$ cat src/common/lpmr_defs.svh
// Offsets, field positions, codes and reset values of the mode register bank
`ifndef LPMR_DEFS_SVH
`define LPMR_DEFS_SVH
`define LPMR_MA_LATENCY      8'h02
`define LPMR_MA_DRIVE        8'h03
`define LPMR_MA_TEMP         8'h04
`define LPMR_MA_VENDOR       8'h05
`define LPMR_MA_REV1         8'h06
`define LPMR_MA_REV2         8'h07
`define LPMR_MA_GEOM         8'h08
`define LPMR_MA_TEST         8'h09
`define LPMR_MA_CAL          8'h0a
`define LPMR_TUF_BIT         7
`define LPMR_RATE_HOT_BIT    2
`define LPMR_LAT_RESET       4'h1
`define LPMR_DS_RESET        4'h2
`define LPMR_RATE_RESET      3'h3
`define LPMR_REV2_VALUE      8'h3c // Arbitrary value
`define LPMR_CAL_INIT        8'hff
`define LPMR_CAL_LONG        8'hab
`define LPMR_CAL_SHORT       8'h56
`define LPMR_CAL_ZQRST       8'hc3
`define LPMR_TYPE_NVM        2'h2
`define LPMR_DENS_512MB      4'h3
`define LPMR_DENS_MAX        4'h9
`define LPMR_WIDTH_X32       2'h0
`define LPMR_HOT_LIMIT_C     8'h55
`endif

$ cat src/common/lpmr_pkg.sv
// Types of the mode register bank
package lpmr_pkg;
  typedef struct packed {
    logic       valid;
    logic       write;
    logic [7:0] addr;
    logic [7:0] wdata;
  } lpmr_cmd_t;
  typedef struct packed {
    logic [3:0] read_latency;
    logic [2:0] write_latency;
  } lpmr_lat_t;
  typedef enum logic [3:0] {
    LPMR_CAL_NONE  = 4'b0001,
    LPMR_CAL_INITC = 4'b0010,
    LPMR_CAL_LONGC = 4'b0100,
    LPMR_CAL_SHRTC = 4'b1000
  } lpmr_cal_t;
endpackage : lpmr_pkg

$ cat src/hw/lpmr_decode.sv
// Decoder of the latency code into read and write latency
`timescale 1ns/1ns
`include "lpmr_defs.svh"
module lpmr_decode (
  input  wire logic [3:0]         code,
  output lpmr_pkg::lpmr_lat_t     lat,
  output logic                    legal
);
  always_comb
  begin
    legal = 1'b1;
    lat   = '{read_latency: 4'h3, write_latency: 3'h1};
    unique case (code)
      4'h1: lat = '{read_latency: 4'h3, write_latency: 3'h1};
      4'h2: lat = '{read_latency: 4'h4, write_latency: 3'h2};
      4'h3: lat = '{read_latency: 4'h5, write_latency: 3'h2};
      4'h4: lat = '{read_latency: 4'h6, write_latency: 3'h3};
      4'h5: lat = '{read_latency: 4'h7, write_latency: 3'h4};
      4'h6: lat = '{read_latency: 4'h8, write_latency: 3'h4};
      default: legal = 1'b0;
    endcase
  end
endmodule : lpmr_decode

$ cat src/hw/lpmr_bank.sv
// Mode register bank with command port, sensor input and decoded configuration
`timescale 1ns/1ns
`include "lpmr_defs.svh"
module lpmr_bank #(
  parameter logic [7:0] VENDOR_ID = 8'h5a, // Arbitrary value
  parameter logic [7:0] REV_ID    = 8'h11, // Arbitrary value
  parameter logic [1:0] MEM_TYPE  = 2'h0,
  parameter logic [3:0] DENSITY   = `LPMR_DENS_512MB,
  parameter logic [1:0] IO_WIDTH  = `LPMR_WIDTH_X32
) (
  input  wire logic                core_clk,
  input  wire logic                resetn,
  input  lpmr_pkg::lpmr_cmd_t      cmd,
  input  wire logic [2:0]          sensed_rate,
  input  wire logic [7:0]          sensed_temp_c,
  output logic [7:0]               rdata_ff,
  output logic                     rvalid_ff,
  output logic [3:0]               read_latency_ff,
  output logic [2:0]               write_latency_ff,
  output logic [3:0]               drive_strength_ff,
  output lpmr_pkg::lpmr_cal_t      cal_cmd_ff,
  output logic                     derate_ff
);
  ////////////////////////////////////////////////////////////////////////////
  logic [3:0]          lat_code_ff;
  logic [2:0]          rate_ff;
  logic                tuf_ff;
  lpmr_pkg::lpmr_lat_t lat_dec;
  lpmr_pkg::lpmr_lat_t new_lat;
  logic                new_lat_ok;
  logic [2:0]          nxt_rate;
  logic                nxt_tuf;
  logic [7:0]          nxt_rdata;
  lpmr_pkg::lpmr_cal_t nxt_cal;
  wire is_wr    = cmd.valid & cmd.write;
  wire is_rd    = cmd.valid & ~cmd.write;
  wire hit_lat  = cmd.addr == `LPMR_MA_LATENCY;
  wire hit_ds   = cmd.addr == `LPMR_MA_DRIVE;
  wire hit_temp = cmd.addr == `LPMR_MA_TEMP;
  wire hit_cal  = cmd.addr == `LPMR_MA_CAL;
  wire hit_vend = cmd.addr == `LPMR_MA_VENDOR;
  wire hit_rev1 = cmd.addr == `LPMR_MA_REV1;
  wire hit_rev2 = cmd.addr == `LPMR_MA_REV2;
  wire hit_geom = cmd.addr == `LPMR_MA_GEOM;
  wire hit_test = cmd.addr == `LPMR_MA_TEST;
  wire ds_ok    = (cmd.wdata[3:0] >= 4'h1) && (cmd.wdata[3:0] <= 4'h7)
                  && (cmd.wdata[3:0] != 4'h5);
  // hot code only when sensor above 85 C
  wire hot      = sensed_temp_c > `LPMR_HOT_LIMIT_C;
  // calibration codes that carry an action
  wire cal_known = (cmd.wdata == `LPMR_CAL_INIT) || (cmd.wdata == `LPMR_CAL_LONG)
                   || (cmd.wdata == `LPMR_CAL_SHORT) || (cmd.wdata == `LPMR_CAL_ZQRST);
  ////////////////////////////////////////////////////////////////////////////
  lpmr_decode u_cur (
    .code  (lat_code_ff),
    .lat   (lat_dec),
    .legal ()
  );
  lpmr_decode u_new (
    .code  (cmd.wdata[3:0]),
    .lat   (new_lat),
    .legal (new_lat_ok)
  );
  ////////////////////////////////////////////////////////////////////////////
  // refresh-rate code tracking, reserved 100b held off
  always_comb
  begin
    nxt_rate = rate_ff;
    if (sensed_rate != 3'h4)
    begin
      nxt_rate = sensed_rate;
    end
    // A held hot code must also fall back once the die cools
    if (!hot && nxt_rate[2] && nxt_rate != 3'h7)
    begin
      nxt_rate = 3'h3;
    end
  end
  // set on change wins over read clear
  assign nxt_tuf = (nxt_rate != rate_ff) ? 1'b1 :
                   (is_rd && hit_temp) ? 1'b0 : tuf_ff;
  always_comb
  begin
    nxt_rdata = 8'h00;
    unique case (cmd.addr)
      `LPMR_MA_TEMP:   nxt_rdata = {tuf_ff, 4'h0, rate_ff};
      `LPMR_MA_VENDOR: nxt_rdata = VENDOR_ID;
      `LPMR_MA_REV1:   nxt_rdata = REV_ID;
      `LPMR_MA_REV2:   nxt_rdata = `LPMR_REV2_VALUE;
      `LPMR_MA_GEOM:   nxt_rdata = {IO_WIDTH, DENSITY, MEM_TYPE};
      default:         nxt_rdata = 8'h00;
    endcase
  end
  always_comb
  begin
    nxt_cal = lpmr_pkg::LPMR_CAL_NONE;
    if (is_wr && hit_cal)
    begin
      unique case (cmd.wdata)
        `LPMR_CAL_INIT:  nxt_cal = lpmr_pkg::LPMR_CAL_INITC;
        `LPMR_CAL_LONG:  nxt_cal = lpmr_pkg::LPMR_CAL_LONGC;
        `LPMR_CAL_SHORT: nxt_cal = lpmr_pkg::LPMR_CAL_SHRTC;
        default:         nxt_cal = lpmr_pkg::LPMR_CAL_NONE;
      endcase
    end
  end
  wire zq_reset = is_wr && hit_cal && cmd.wdata == `LPMR_CAL_ZQRST;
  ////////////////////////////////////////////////////////////////////////////
  // flag and config defaults after reset
  always_ff @(posedge core_clk)
  begin
    if (!resetn)
    begin
      tuf_ff  <= 1'b0;
      rate_ff <= `LPMR_RATE_RESET;
    end
    else
    begin
      tuf_ff  <= nxt_tuf;
      rate_ff <= nxt_rate;
    end
  end
  always_ff @(posedge core_clk)
  begin
    if (!resetn)
    begin
      lat_code_ff <= `LPMR_LAT_RESET;
    end
    else if (is_wr && hit_lat && new_lat_ok)
    begin
      lat_code_ff <= cmd.wdata[3:0];
    end
  end
  // drive register write and impedance reset
  // Impedance reset shares the reset path so the default lands in one cycle
  always_ff @(posedge core_clk)
  begin
    if (!resetn || zq_reset)
    begin
      drive_strength_ff <= `LPMR_DS_RESET;
    end
    else if (is_wr && hit_ds && ds_ok)
    begin
      drive_strength_ff <= cmd.wdata[3:0];
    end
  end
  // read answer one cycle after the command
  always_ff @(posedge core_clk)
  begin
    if (!resetn)
    begin
      rdata_ff  <= 8'h00;
      rvalid_ff <= 1'b0;
    end
    else
    begin
      // Zero between reads keeps stale register data off the bus
      rdata_ff  <= is_rd ? nxt_rdata : 8'h00;
      rvalid_ff <= is_rd;
    end
  end
  // decoded latency, one cycle behind the code
  always_ff @(posedge core_clk)
  begin
    if (!resetn)
    begin
      read_latency_ff  <= 4'h3;
      write_latency_ff <= 3'h1;
    end
    else
    begin
      read_latency_ff  <= lat_dec.read_latency;
      write_latency_ff <= lat_dec.write_latency;
    end
  end
  always_ff @(posedge core_clk)
  begin
    if (!resetn)
    begin
      cal_cmd_ff <= lpmr_pkg::LPMR_CAL_NONE;
    end
    else
    begin
      cal_cmd_ff <= nxt_cal;
    end
  end
  // derate level follows the 110b code
  always_ff @(posedge core_clk)
  begin
    if (!resetn)
    begin
      derate_ff <= 1'b0;
    end
    else
    begin
      derate_ff <= rate_ff == 3'h6;
    end
  end
endmodule : lpmr_bank

$ cat config.mk
export PLATFORM = sky130hd
export DESIGN_NAME = lpmr_bank
export DESIGN_NICKNAME = d
export VERILOG_FILES = /design/src/common/lpmr_pkg.sv /design/src/hw/lpmr_decode.sv /design/src/hw/lpmr_bank.sv
export VERILOG_INCLUDE_DIRS = /design/src /design/src/common
export SDC_FILE = /design/constraint.sdc
export NUM_CORES = 1
export LEC_CHECK = 0
export BUFFER_PORTS_ARGS = -buffer_cell sky130_fd_sc_hd__buf_4
export CAP_MARGIN = 25
export CORE_ASPECT_RATIO = 1.75
export CORE_MARGIN = 1.5
export CORE_UTILIZATION = 47
export DETAILED_ROUTE_END_ITERATION = 16
export GPL_ROUTABILITY_DRIVEN = 0
export PLACE_DENSITY = 0.86
export SYNTH_ARGS = -nofsm -noshare
export SYNTH_HDL_FRONTEND = slang
export SYNTH_SLANG_ARGS = --single-unit
$ cat constraint.sdc
create_clock -name core_clk -period 2.6 [get_ports core_clk]
set_input_delay 0.39 -clock core_clk [delete_from_list [all_inputs] [get_ports core_clk]]
set_output_delay 0.39 -clock core_clk [all_outputs]
set_load 0.1 [all_outputs]
==> qor.yml <==
worst_setup_path:
  endpoint_kind: "register"
  start_kind: "input port"
  arrival_ns: 2.02
  crit_required_ns: 2.75
  worstPathCellList: "buf_4, or4_4, or4_1, o21ai_2, o311ai_2"
  crit_fanout: 8
  worstSetupPathType: "input port to register"
  cp_slowest_stage_delay_ns: 0.65
  critPathSlowestCell: "or4_1"
clocking:
  cts_root_buf: "clkbuf_8"
  cts_resized: 0
  cts_made_buffers: 5
  clkSlewWorstSetupHoldPaths_ns: 0.06
  post_cts.repair.setup_buffers: 0
  clkLatencyLatePin_ns: 0.27
  htreeDepth: 2
  cts_tree: "built"
  cts_sinks: 33
  cts.path.max_buffers: 2
  postCtsHoldBufs: 0
finish:
  fin_util_pct: 66.74
  seq_area_sq_um: 660.6
  multi_input_area_sq_um: 696.9
  num-fill-cells: 240
  fin_cells: 245
  antenna_cells: 0
  drive_above_1_share_pct: 32.26
  area_growth_pct: 36.46
  nets: 247
timing:
  tns_ns: 0
  worstMarginPinSlew_ns: 0.5162
  drv_slew: 0
  clock_skew_ns: 0.006296
  rsz0062_at_grt: "false"
  max_slew_margin_pct: 65.30
  min_period_ns: 1.866
  finalSetupViolations: 0
  finalHoldViolations: 0
  min_period_over_period_pct: 71.77
  fmax_mhz: 535.9
synth:
  syn_area_sq_um: 1400
  synth.avg_cell_area_sq_um: 8.806
  yosysSeqAreaShare_pct: 47.18
  ys_warn_count: 0
  postSynthCellCount: 159
  synth.net_count: 190
  synth_edf_count: 0
  synth_common_cells: "dfxtp_1, nand2_1, nor2_1, a21oi_1, nand3_1"
  async_flop_share_pct: 0
  synth_cell_type_count: 43
  yosysMostFrequentCell: "dfxtp_1"
  ys_dominant_reg_cell: "dfxtp_1"
  yosys.area.top_type: "dfxtp_1"
  ys_ff_latch: 33
  synth.area.top_cells: "dfxtp_1, a21oi_1, nand2_1"
  synth_top_area_share_pct: 47.18
floorplanning:
  initial_core_util_pct: 48.91
  die_height_um: 75.20
  io_pins: 56
  dieWidth_um: 44.26
  coreArea_sq_um: 2863
  rows: 26
  dieArea_sq_um: 3328
power:
  switchingPower_mw: 0.2380
  p_int_mw: 0.7504
  p_leak_nw: 0.8139
  p_seq_share_pct: 52.3
  swShare_pct: 24.08
  power_frac_comb_pct: 11.7
  p_clk_share_pct: 36.0
  p_per_area_nw_per_um2: 517.3
  vdd_drop_max_mv: 0.3266
  power_mw: 0.9884
drt:
  drc: 0
  ant_nets: 0
  wl_per_cell_um: 13.27
  wl_um: 3251
  via_per_inst: 5.739
  drt_pre_antenna_iters: 4
  vias: 1406
  drt-initial-drc-count: 36
hold_path:
  hold_path_class: "input port to register"
flow_run:
  maxCapViolCount: 0
grt:
  grt_start_max_net_pins: 13
  grt-ovfl-total: 0
  grt_first_pass_wirelength_um: 4961
  first_global_vias: 1226
  grt_use_total_pct: 20.54
  antenna_found_initial: 0
placement:
  placed_cells: 237
  portBuffers: 54
  dp_hpwl_um: 2609
run_status:
  status: "finished clean"
through the flow:
stage,hold WS [ns],area [sq um],worst slack [ns]
global route,0.3255,1911,0.7093
global placement,0.4343,1828,0.4607
finish,0.3374,1911,0.7341
CTS,0.3231,1911,0.7352
detailed placement,0.4469,1828,0.4443
floorplan,0.4203,1400,0.6674
cell usage in the layout (no fill, tap or decap), types with 2 or more instances in the layout:
| cell | n |
|---|---|
| and3_1 | 4 |
| dfxtp_1 | 33 |
| o21ai_0 | 7 |
| o21a_1 | 3 |
| nand3_1 | 10 |
| or3_1 | 2 |
| clkinv_2 | 2 |
| nor4_1 | 2 |
| clkbuf_8 | 5 |
| nor2b_1 | 3 |
| nor2_1 | 13 |
| a21oi_1 | 11 |
| nand4b_1 | 2 |
| nor3_1 | 6 |
| or4_1 | 2 |
| inv_1 | 6 |
| a311o_1 | 2 |
| nand3b_1 | 2 |
| buf_4 | 55 |
| o31ai_1 | 2 |
| xor2_1 | 2 |
| nand2_1 | 14 |
| nand2b_1 | 3 |
| a221oi_1 | 2 |
| o21ai_1 | 4 |
worst paths after layout:
check | cells past startpoint | startpoint | endpoint | slack [ns]
worst max-delay path | 5 | cmd[13] | lat_code_ff[0]$_SDFFE_PN1P_ | 0.73
worst min-delay path | 2 | cmd[9] | rdata_ff[6]$_SDFF_PN0_ | 0.34
worst max register to register | 4 | rate_ff[1]$_SDFF_PN1_ | rate_ff[1]$_SDFF_PN1_ | 1.17
worst min register to register | 2 | lat_code_ff[3]$_SDFFE_PN0P_ | lat_code_ff[3]$_SDFFE_PN0P_ | 0.45
per-layer routing:
| metal | track usage, % | part of all wire [%] | wire length (um) |
|---|---|---|---|
| met1 | 17.34 | 34 | 1108 |
| met2 | 41.34 | 58 | 1882 |
| met3 | 4.317 | 5.4 | 176 |
| met4 | 11.78 | 2.6 | 84 |
| met5 | 0 | 0 | 0 |
sequential cells by signal, indices dropped and copies added, names as in the netlist:
name               count
cal_cmd_ff             4
derate_ff              1
drive_strength_ff      4
lat_code_ff            4
rate_ff                3
rdata_ff               8
read_latency_ff        4
rvalid_ff              1
tuf_ff                 1
write_latency_ff       3
layout make-up:
cell class	count	share of cell area [%]
well taps	28	1.834
clock inverters	2	0.5239
repair buffers	55	21.61
inverters	6	1.179
multi-input cells	115	36.48
flip-flops and latches	33	34.58
clock buffers	6	3.798
critical path: cells and delay by family:
kind | cells | cell delay, ns
AND/OR/NAND/NOR | 2 | 1.21
AO/OA/AOI/OAI | 2 | 0.30
buffers and inverters | 1 | 0.11
cell families (layout without fill, tap and decap cells):
group,count (synthesis),in the layout,synth area share (%)
compound gates,42,42,20.56
xor+xnor,3,3,1.877
buf+inv,11,69,3.038
flops,33,33,47.18
mux,1,1,0.7150
simple gates,69,69,26.63
power by group through the flow:
stage / logic [mW] / registers (mW) / clock network [mW]
floorplan: 0.0512 / 0.533 / 0
global placement: 0.113 / 0.528 / 0
detailed placement: 0.115 / 0.528 / 0
CTS: 0.116 / 0.516 / 0.365
global route: 0.127 / 0.517 / 0.388
finish: 0.115 / 0.517 / 0.356
(Power assumes the default switching activity.)
